### src/core/pbf_defs.vh
// Constants of the PCM packet body formatter
`ifndef PBF_DEFS_VH
`define PBF_DEFS_VH

// Register offsets (word addresses on the plain register port)
`define PBF_REG_CTRL        4'h0
`define PBF_REG_CSDW        4'h1
`define PBF_REG_FLAGS       4'h2
`define PBF_REG_ABS_LO      4'h3
`define PBF_REG_ABS_HI      4'h4
`define PBF_REG_STATUS      4'h5
`define PBF_REG_COUNT       4'h6

// Control register fields
`define PBF_CTRL_EN         0
`define PBF_CTRL_START      1
`define PBF_CTRL_ABS_LATCH  2

// Channel-specific data word fields
`define PBF_CSDW_THRU       18
`define PBF_CSDW_ALIGN32    21

// Packet flag fields
`define PBF_FLAG_ABS_EN     6
`define PBF_FLAG_FMT_LO     2
`define PBF_FLAG_FMT_HI     3

// Frame data header fields
`define PBF_HDR_MINOR_HI    15
`define PBF_HDR_MINOR_LO    14
`define PBF_HDR_MAJOR_HI    13
`define PBF_HDR_MAJOR_LO    12

// Reset values
`define PBF_CSDW_RST        32'h00000000
`define PBF_FLAGS_RST       8'h00

// Header lengths in 16-bit words
`define PBF_HDR_WORDS16     3'h5
`define PBF_HDR_WORDS32     3'h6

`endif

### src/core/pbf_formatter.v
// PCM packet body formatter: channel word, throughput data, per-frame header
//
// Contract
// - Throughput packs bits without frame sync
// - Channel word low half then high half
// - 32-bit throughput: bits 17-32 before 1-16
// - Stream enters words from right, MSB first
// - Each minor frame gets time tag and header
// - Data header width follows alignment mode
// - Header sits right before sync pattern
// - Header is 10 or 12 contiguous bytes
// - 32-bit data header upper half zero
// - Default tag is 48-bit counter, zero-extended
// - Flag bit 6 selects absolute time tag
// - No time tag in throughput mode
// - Bits 15-14 carry minor frame state
// - Bits 13-12 carry major frame state
// - Bits 11-0 reserved
//
// The placing of the registers and strobed register access were chosen for this implementation.
`include "pbf_defs.vh"

module pbf_formatter #(
    parameter RTC_W = 48
) (
    input  wire             sys_clk,       // 250 MHz clock
    input  wire             sys_rst,       // Synchronous reset, active high
    input  wire [3:0]       reg_addr,      // Register word address
    input  wire [31:0]      reg_wdata,     // Register write data
    input  wire             reg_wr,        // Register write strobe
    input  wire             reg_rd,        // Register read strobe
    output reg  [31:0]      reg_rdata_q,   // Read data, cycle after strobe
    input  wire             pcm_bit_vld,   // Serial PCM bit valid
    input  wire             pcm_bit,       // Serial PCM bit
    input  wire             frame_start,   // First bit of minor frame sync
    input  wire [1:0]       minor_state,   // Minor frame lock state
    input  wire [1:0]       major_state,   // Major frame lock state
    input  wire [RTC_W-1:0] rtc_value,     // Relative time counter
    output reg  [15:0]      out_data_q,    // Body half-word
    output reg              out_vld_q,     // Body half-word valid
    output reg              out_hdr_q      // Half-word is part of frame header
);
    // ****************************************************************
    // Registers
    // ****************************************************************
    localparam S_IDLE = 2'h0;
    localparam S_CSDW = 2'h1;
    localparam S_BODY = 2'h2;

    reg         enable_q;
    reg [31:0]  csdw_q;
    reg [7:0]   flags_q;
    reg [63:0]  abs_time_q;
    reg [31:0]  word_cnt_q;
    reg [1:0]   state_q;
    reg         csdw_hi_q;
    reg         start_q;

    wire thru    = csdw_q[`PBF_CSDW_THRU];
    wire align32 = csdw_q[`PBF_CSDW_ALIGN32];
    wire abs_en  = flags_q[`PBF_FLAG_ABS_EN];

    always @(posedge sys_clk) begin
        start_q <= 1'b0;
        if (sys_rst) begin
            enable_q   <= 1'b0;
            csdw_q     <= `PBF_CSDW_RST;
            flags_q    <= `PBF_FLAGS_RST;
            abs_time_q <= 64'h0000000000000000;
        end else if (reg_wr) begin
            if (reg_addr == `PBF_REG_CTRL) begin
                enable_q <= reg_wdata[`PBF_CTRL_EN];
                start_q  <= reg_wdata[`PBF_CTRL_START];
            end else if (reg_addr == `PBF_REG_CSDW) begin
                csdw_q <= reg_wdata;
            end else if (reg_addr == `PBF_REG_FLAGS) begin
                flags_q <= reg_wdata[7:0];
            end else if (reg_addr == `PBF_REG_ABS_LO) begin
                abs_time_q[31:0] <= reg_wdata;
            end else if (reg_addr == `PBF_REG_ABS_HI) begin
                abs_time_q[63:32] <= reg_wdata;
            end
        end
    end

    always @(posedge sys_clk) begin
        if (sys_rst) begin
            reg_rdata_q <= 32'h00000000;
        end else if (reg_rd) begin
            if (reg_addr == `PBF_REG_CTRL) begin
                reg_rdata_q <= {31'h00000000, enable_q};
            end else if (reg_addr == `PBF_REG_CSDW) begin
                reg_rdata_q <= csdw_q;
            end else if (reg_addr == `PBF_REG_FLAGS) begin
                reg_rdata_q <= {24'h000000, flags_q};
            end else if (reg_addr == `PBF_REG_ABS_LO) begin
                reg_rdata_q <= abs_time_q[31:0];
            end else if (reg_addr == `PBF_REG_ABS_HI) begin
                reg_rdata_q <= abs_time_q[63:32];
            end else if (reg_addr == `PBF_REG_STATUS) begin
                reg_rdata_q <= {26'h0000000, major_state, minor_state, state_q};
            end else if (reg_addr == `PBF_REG_COUNT) begin
                reg_rdata_q <= word_cnt_q;
            end else begin
                reg_rdata_q <= 32'h00000000;
            end
        end else begin
            reg_rdata_q <= 32'h00000000;
        end
    end

    // ****************************************************************
    // Per-frame header capture
    // ****************************************************************
    // Time and lock state are taken at the frame's first bit; that bit goes
    // straight into the packer, so no stream bit is lost during the header.
    reg  [63:0] tag_q;
    reg  [15:0] lock_q;
    reg  [2:0]  hdr_idx_q;
    reg         hdr_busy_q;
    wire [2:0]  hdr_len = align32 ? `PBF_HDR_WORDS32 : `PBF_HDR_WORDS16;
    wire        frame_go = pcm_bit_vld && frame_start && !thru &&
                           state_q == S_BODY;

    always @(posedge sys_clk) begin
        if (sys_rst) begin
            tag_q  <= 64'h0000000000000000;
            lock_q <= 16'h0000;
        end else if (frame_go) begin
            if (abs_en) begin
                tag_q <= abs_time_q;
            end else begin
                tag_q <= {{(64 - RTC_W){1'b0}}, rtc_value};
            end
            lock_q <= {minor_state, major_state, 12'h000};
        end
    end

    // ****************************************************************
    // Data path
    // ****************************************************************
    wire        pk_vld = pcm_bit_vld && state_q == S_BODY;
    wire        pk_val = pcm_bit;
    wire [31:0] pk_word;
    wire        pk_word_vld;
    reg  [15:0] pend_q;
    reg         pend_vld_q;

    pbf_word_packer #(
        .W(32)
    ) u_packer (
        .sys_clk    (sys_clk),
        .sys_rst    (sys_rst),
        .clear      (start_q),
        .bit_vld    (pk_vld),
        .bit_val    (pk_val),
        .wide       (align32),
        .word_q     (pk_word),
        .word_vld_q (pk_word_vld)
    );

    reg [15:0] hdr_word;
    always @* begin
        hdr_word = 16'h0000;
        case (hdr_idx_q)
            3'h0: hdr_word = tag_q[15:0];
            3'h1: hdr_word = tag_q[31:16];
            3'h2: hdr_word = tag_q[47:32];
            3'h3: hdr_word = tag_q[63:48];
            3'h4: hdr_word = lock_q;
            default: hdr_word = 16'h0000;
        endcase
    end

    // Header and data collide only if a word completes on the frame_go cycle or in the header burst,
    // which drops it; a frame starting a word needs 15 more bits (31 with align32), so the header leads that word.
    always @(posedge sys_clk) begin
        out_vld_q <= 1'b0;
        out_hdr_q <= 1'b0;
        if (sys_rst) begin
            state_q    <= S_IDLE;
            csdw_hi_q  <= 1'b0;
            hdr_idx_q  <= 3'h0;
            hdr_busy_q <= 1'b0;
            pend_q     <= 16'h0000;
            pend_vld_q <= 1'b0;
            out_data_q <= 16'h0000;
            word_cnt_q <= 32'h00000000;
        end else begin
            case (state_q)
                S_IDLE: begin
                    if (start_q && enable_q) begin
                        state_q   <= S_CSDW;
                        csdw_hi_q <= 1'b0;
                    end
                end
                S_CSDW: begin
                    out_vld_q  <= 1'b1;
                    out_data_q <= csdw_hi_q ? csdw_q[31:16] : csdw_q[15:0];
                    csdw_hi_q  <= 1'b1;
                    if (csdw_hi_q) begin
                        state_q <= S_BODY;
                    end
                end
                default: begin
                    if (!enable_q) begin
                        state_q <= S_IDLE;
                    end
                    if (frame_go) begin
                        hdr_busy_q <= 1'b1;
                        hdr_idx_q  <= 3'h0;
                    end else if (hdr_busy_q) begin
                        out_vld_q  <= 1'b1;
                        out_hdr_q  <= 1'b1;
                        out_data_q <= hdr_word;
                        hdr_idx_q  <= hdr_idx_q + 3'h1;
                        if (hdr_idx_q == hdr_len - 3'h1) begin
                            hdr_busy_q <= 1'b0;
                        end
                    end else if (pk_word_vld) begin
                        out_vld_q  <= 1'b1;
                        word_cnt_q <= word_cnt_q + 32'h00000001;
                        if (align32) begin
                            out_data_q <= pk_word[15:0];
                            pend_q     <= pk_word[31:16];
                            pend_vld_q <= 1'b1;
                        end else begin
                            out_data_q <= pk_word[15:0];
                        end
                    end else if (pend_vld_q) begin
                        out_vld_q  <= 1'b1;
                        out_data_q <= pend_q;
                        pend_vld_q <= 1'b0;
                    end
                end
            endcase
        end
    end
endmodule

### src/core/pbf_word_packer.v
// Serial-to-16/32-bit word packer for the packet body formatter
module pbf_word_packer #(
    parameter W = 32
) (
    input  wire         sys_clk,    // Clock
    input  wire         sys_rst,    // Synchronous reset, active high
    input  wire         clear,      // Drop partial word
    input  wire         bit_vld,    // Serial bit valid
    input  wire         bit_val,    // Serial bit value
    input  wire         wide,       // 1: 32-bit words, 0: 16-bit words
    output reg  [W-1:0] word_q,     // Completed word
    output reg          word_vld_q  // Completed word pulse
);
    reg  [W-1:0] shift_q;
    reg  [5:0]   cnt_q;
    wire [W-1:0] shift_d = {shift_q[W-2:0], bit_val};
    wire [5:0]   last    = wide ? 6'h1f : 6'h0f;

    // Bits enter at the right, so the first bit ends up most significant
    always @(posedge sys_clk) begin
        word_vld_q <= 1'b0;
        if (sys_rst || clear) begin
            shift_q <= {W{1'b0}};
            cnt_q   <= 6'h00;
            word_q  <= {W{1'b0}};
        end else if (bit_vld) begin
            shift_q <= shift_d;
            if (cnt_q == last) begin
                cnt_q      <= 6'h00;
                word_q     <= shift_d;
                word_vld_q <= 1'b1;
            end else begin
                cnt_q <= cnt_q + 6'h01;
            end
        end
    end
endmodule

### config.mk
export PLATFORM = sky130hd
export DESIGN_NAME = pbf_formatter
export DESIGN_NICKNAME = d
export VERILOG_FILES = /design/src/core/pbf_formatter.v /design/src/core/pbf_word_packer.v
export VERILOG_INCLUDE_DIRS = /design/src /design/src/core
export SDC_FILE = /design/constraint.sdc
export NUM_CORES = 1
export LEC_CHECK = 0
export ABC_AREA = 1
export BUFFER_PORTS_ARGS = -buffer_cell sky130_fd_sc_hd__buf_4
export CORE_AREA = 5 5 160 162
export CTS_BUF_LIST = sky130_fd_sc_hd__clkbuf_16
export CTS_CLUSTER_DIAMETER = 60
export DETAILED_ROUTE_END_ITERATION = 10
export DIE_AREA = 0 0 165 167
export GPL_ROUTABILITY_DRIVEN = 0
export GPL_TIMING_DRIVEN = 1
export PLACE_DENSITY = 0.93
export SLEW_MARGIN = 20
export SYNTH_ARGS = -nofsm -noshare
export SYNTH_HDL_FRONTEND = slang
export SYNTH_SLANG_ARGS = --single-unit
### constraint.sdc
create_clock -name sys_clk -period 2.4 [get_ports sys_clk]
set_input_delay 0.48 -clock sys_clk [delete_from_list [all_inputs] [get_ports sys_clk]]
set_output_delay 0.48 -clock sys_clk [all_outputs]
set_load 0.1 [all_outputs]
==> flow_metrics.tcl, run 1 <==
set metrics [dict create \
    end_kind "register" \
    detail-route-antenna-nets 0 \
    max_stage_delay_ps 480 \
    p_int_mw 9.31 \
    die_w_microns 165 \
    cts_buffers 36 \
    post-route-period-util_pct 84.2 \
    period_needed_ps 2020 \
    crit_type "reg2reg" \
    vias_per_cell 6.25 \
    rows 57 \
    yosys_warnings 0 \
    cts_setup_buffers 0 \
    cts.repair.resized 0 \
    finClkSkew_ps 16.9 \
    drtIter0Drc 2786 \
    crit_chain "ha_1 -> ha_1 -> nand2_1 -> o21ai_0 -> o21ai_0 -> nand2_1 -> nand2_1 -> a21oi_1" \
    post-route-util_pct 73.0 \
    status "finished, final reports clean" \
    power_density_nw_per_um2 692 \
    hpwl_mm 34.9 \
    ys_seq_area_share_pct 46.7 \
    ctsLongestPathBuffers 3 \
    synthArstFlopShare_pct 0 \
    cts_hold_buf 0 \
    vias 16000 \
    post-synth-top-area-fraction_pct 46.7 \
    required_ps 2850 \
    synthTopCellsByCount "421 x nand2_1, 350 x dfxtp_1, 320 x o21ai_0, 318 x a21oi_1, 207 x inv_1" \
    fin_cells 2555 \
    core_sq_um 24000 \
    numClockSinks 350 \
    grt-ovfl-total 0 \
    clock_latency_ps 530 \
    io_buffers 144 \
    diodes 0 \
    worst_pin_slew_ps 814 \
    synth_edf_count 0 \
    path_common_cell "nand2_1" \
    grt_max_degree 73 \
    hold_viol 0 \
    area_growth_pct 16.7 \
    setup_tns_ps 0 \
    io_pins 145 \
    grt_setup_unrepaired "no" \
    drive_above_1_share_pct 11.7 \
    firstDrtPassIters 8 \
    p_total_mw 12.1 \
    die_h_microns 167 \
    clockPowerShare_pct 46.6 \
    synth_area_sq_um 15000 \
    maxCapViolCount 0 \
    grtUsageMet1_pct 45.4 \
    startpoint_type "register" \
    drc 0 \
    grt_pass1_vias 14700 \
    report.final.slew_viol_count 0 \
    fmax_ghz 0.495 \
    cpMaxStageDelayCell "ha_1" \
    critPathArrivalTime_ps 2470 \
    die_area_sq_um 27600 \
    clk_pin_slew_worst_paths_ps 60 \
    post-place-cells 2489 \
    h-tree-depth 2 \
    antenna_found_initial 0 \
    p_sw_share_pct 23.1 \
    cts-root-buf "clkbuf_16" \
    worst_slew_margin_rel_pct 45.7 \
    syn_avg_cell_area_sq_um 7.09 \
    p_leak_nw 6.52 \
    cts_tree "done" \
    use_met3_pct 8.43 \
    syn_inst 2115 \
    setup_viol 0 \
    crit_fanout 13 \
    track_usage_pct 35.3 \
    wire_per_inst_microns 19.9 \
    comb_power_share_pct 4.9 \
    power_frac_seq_pct 48.5 \
    ys_dominant_reg_cell "dfxtp_1" \
    initial_core_util_pct 62.6 \
    grt_pass1_wl_mm 78.1 \
    yosys.cell_types.count 33 \
    final_nets 2305 \
    synth_most_common_cell "nand2_1" \
    use_met2_pct 52.8 \
    yosysTopAreaCell "dfxtp_1" \
    routed_wl_mm 50.9 \
    peakVddDrop_mv 0.546 \
    grt-busiest-layer "met2" \
    synthTopCellsByArea "dfxtp_1 47%, o21ai_0 11%, a21oi_1 11%" \
    power_switching_mw 2.80 \
    syn_nets 2217 \
    hold_path_class "in2reg" \
    ys_ff_latch 350 \
]
-- power by group through the flow --
stage	Clock, mW	Sequential [mW]	Combinational [mW]
2_1_floorplan	0	6.01	0.261
3_3_place_gp	0	6.00	0.540
3_5_place_dp	0	6.00	0.553
4_1_cts	5.63	5.87	0.562
5_1_grt	5.90	5.87	0.619
6_report	5.64	5.87	0.589
-- final cells by class --
type	instances	area, sq um
Clock inverter	29	259
Clock buffer	37	926
Timing Repair Buffer	182	1440
Inverter	217	817
Tap cell	324	405
Fill cell	1714	6460
Sequential cell	350	7010
Multi-Input combinational cell	1416	6650
-- cell usage in the layout, fill, tap and decap left out, drive strengths merged --
cell type	instances
nand3	108
nor2	140
and3	1
o21ai	320
o22ai	35
o2111ai	3
clkinvlp	2
dfxtp	350
a211oi	2
buf	182
clkinv	18
ha	7
nor3	6
nand4	5
xor2	4
a31oi	30
or2	1
o211ai	1
bufinv	4
o21a	2
nand2	425
nand3b	3
inv	222
a21oi	318
xnor2	4
o31ai	1
clkbuf	37
-- state kept, by name, indices dropped and copies added, names as in the netlist, 16 cells and up --
register	cells
abs_time_q	64
tag_q	64
csdw_q	32
reg_rdata_q	32
u_packer.word_q	32
word_cnt_q	32
u_packer.shift_q	31
out_data_q	16
pend_q	16
-- critical path: cells and delay by family (launching register included) --
family | cells | cell delay (ps)
flops | 1 | 420
fa+ha+maj | 2 | 660
compound gates | 3 | 620
simple gates | 3 | 240
-- through the flow --
stage               setup slack [ps]  hold WS (ps)  cell area [sq um]
global route                     246           225              17500
finish                           379           217              17500
floorplan                        767           425              15000
CTS                              492           206              17500
global placement                 454           431              16300
detailed placement               400           440              16300
-- cells by family after synthesis --
group | synth area share, %
compound gates | 24.5
xor+xnor | 0.467
fa+ha+maj | 0.584
buf+inv | 8.98
flops | 46.7
simple gates | 18.7
-- routing by layer --
metal  wire length, microns  part of all wire [%]
met2                  21900                    43
met5                      0                     0
met3                   6930                    14
met1                  18000                    35
met4                   4080                   8.0
-- final timing paths --
kind | startpoint | to | slack (ps) | cells past startpoint
min reg2reg | tag_q[41] | tag_q[41] | 450 | 2
max reg2reg | hdr_idx_q[1] | out_data_q[4] | 380 | 8
max | hdr_idx_q[1] | out_data_q[4] | 380 | 8
min | pcm_bit | u_packer.shift_q[0] | 220 | 3
No activity file was read; power rests on OpenSTA's default activity.
==> run 2: changes to the inputs <==
CORE_AREA = 5 5 166 168   (was 5 5 160 162)
DIE_AREA = 0 0 171 173   (was 0 0 165 167)
PLACE_DENSITY = 0.88   (was 0.93)
clock period = 2 ns   (was 2.4 ns; I/O delays follow)
==> run 2 against run 1 <==
Against the previous run: die area grew 7.4%; first-iteration DRC count shrank 2.3%; fmax grew 8.2%; via count shrank 1.8%; register-to-register slack lost 250 ps; critical path depth grew 1; total power grew 19%; sequential power grew 20%; clock skew grew 0.67 ps; final area grew 0.73%.
==> flow_metrics.tcl, run 2 (synthesized netlist as in run 1, its figures left out) <==
set metrics [dict create \
    end_kind "register" \
    nFillCells 2011 \
    cts_buffers 37 \
    setup_viol 0 \
    vias 15700 \
    setup_tns_ps 0 \
    largest_registers "abs_time_q: 64 flops, tag_q: 64 flops" \
    setup.worst_path.start "state_q[1]" \
    cts_hold_buf 0 \
    area_growth_pct 17.6 \
    vias_per_cell 6.12 \
    worst_slew_margin_rel_pct 53.7 \
    hold_viol 0 \
    startpoint_type "register" \
    grt-ovfl-total 0 \
    cts_setup_buffers 0 \
    io_pins 145 \
    h-tree-depth 2 \
    dpl_worst_slack_ps -10.3 \
    drive_above_1_share_pct 11.9 \
    hpwl_mm 34.6 \
    die_h_microns 173 \
    final_cell_mix "419 x nand2_1, 350 x dfxtp_1, 319 x o21ai_0" \
    worst-path-buf-inv 2 \
    clock_latency_ps 540 \
    maxCapViolCount 0 \
    clk_pin_slew_worst_paths_ps 60 \
    grt_setup_unrepaired "no" \
    critPathTopFamily "simple AND/OR/NAND/NOR gates" \
    path_common_cell "nand2_2" \
    antenna_found_initial 0 \
    required_ps 2450 \
    critPathArrivalTime_ps 2310 \
    die_w_microns 171 \
    io_buffers 144 \
    grt_pass1_vias 14400 \
    p_total_mw 14.4 \
    crit_type "reg2reg" \
    p_leak_nw 6.60 \
    post-route-period-util_pct 93.4 \
    initial_core_util_pct 58.2 \
    finClkSkew_ps 17.5 \
    status "finished, final reports clean" \
    routed_wl_mm 50.0 \
    fmax_ghz 0.536 \
    r2r-start "state_q[1]" \
    drc 0 \
    core_sq_um 25800 \
    cts_tree "done" \
    cpMaxStageDelayCell "dfxtp_1" \
    die_area_sq_um 29600 \
    ctsLongestPathBuffers 3 \
    grt_pass1_wl_mm 76.9 \
    firstDrtPassIters 7 \
    worst_pin_slew_ps 695 \
    report.final.slew_viol_count 0 \
    crit_fanout 33 \
    holdCritStartpoint "pcm_bit" \
    wire_per_inst_microns 19.5 \
    detail-route-antenna-nets 0 \
    post-route-util_pct 68.4 \
    period_needed_ps 1870 \
    drtIter0Drc 2722 \
    setup_slack_ps 133 \
    hold_path_class "in2reg" \
    final_nets 2313 \
    grt_max_degree 92 \
    cts.repair.resized 2 \
    crit_chain "nand2_1 -> nor2_1 -> nand2_2 -> nand3_2 -> inv_2 -> nand2_2 -> buf_12 -> o21ai_0 -> a21oi_1" \
    track_usage_pct 32.2 \
    peakVddDrop_mv 0.644 \
    max_stage_delay_ps 510 \
    cts-root-buf "clkbuf_16" \
    rows 59 \
    numClockSinks 350 \
    final_common_cell "nand2_1" \
    diodes 0 \
    power_density_nw_per_um2 816 \
]
-- run 2: cell count changes in the layout (fill, tap and decap cells not counted), sizes merged --
cell / delta
inv: +2
clkinv: -8
buf: +7
bufinv: -1
clkinvlp: -1
clkbuf: +1
-- run 2: power by group --
group          switching, mW  internal (mW)  leakage [nW]  total [mW]
combinational          0.457          0.248          3.19       0.705
sequential            0.0287           7.02          2.82        7.05
clock                   2.82           3.82         0.582        6.64
-- run 2: worst register-to-register path, stage by stage (launching register included) --
cell	delay [ps]
dfxtp_1	510
nand2_1	90
nor2_1	170
nand2_2	150
nand3_2	180
inv_2	90
nand2_2	90
buf_12	180
o21ai_0	130
a21oi_1	190
-- run 2: cell type report --
| cell class | instances | area [sq um] | area share, % |
|---|---|---|---|
| flip-flops and latches | 350 | 7010 | 39.7 |
| inverters | 217 | 817 | 4.63 |
| multi-input cells | 1416 | 6670 | 37.8 |
| clock inverters | 21 | 193 | 1.09 |
| well taps | 335 | 419 | 2.38 |
| clock buffers | 38 | 951 | 5.39 |
| repair buffers | 189 | 1570 | 8.92 |
-- run 2: routing by layer --
metal,global-route usage [%],up-vias,share of wire [%],routed length [microns]
li1,-,7175,-,-
met1,41.9,7096,36,18100
met2,49.5,1181,44,21900
met3,7.03,242,13,6370
met4,18.2,0,7.2,3600
met5,0,-,0,0
-- run 2: path summary, 6_finish.rpt --
path                              end  slack [ps]  cells after the start
setup / recovery           pend_q[14]         130                      9
hold / removal    u_packer.shift_q[0]         130                      3
setup reg to reg           pend_q[14]         130                      9
hold reg to reg            flags_q[2]         450                      2
-- run 2: stage by stage --
stage               std cells  hold WS [ps]  area [sq um]
floorplan                2115           425         15000
global route             2566           150         17600
finish                   2566           129         17600
CTS                      2566           121         17600
detailed placement       2507           439         16500
global placement         2507           434         16500
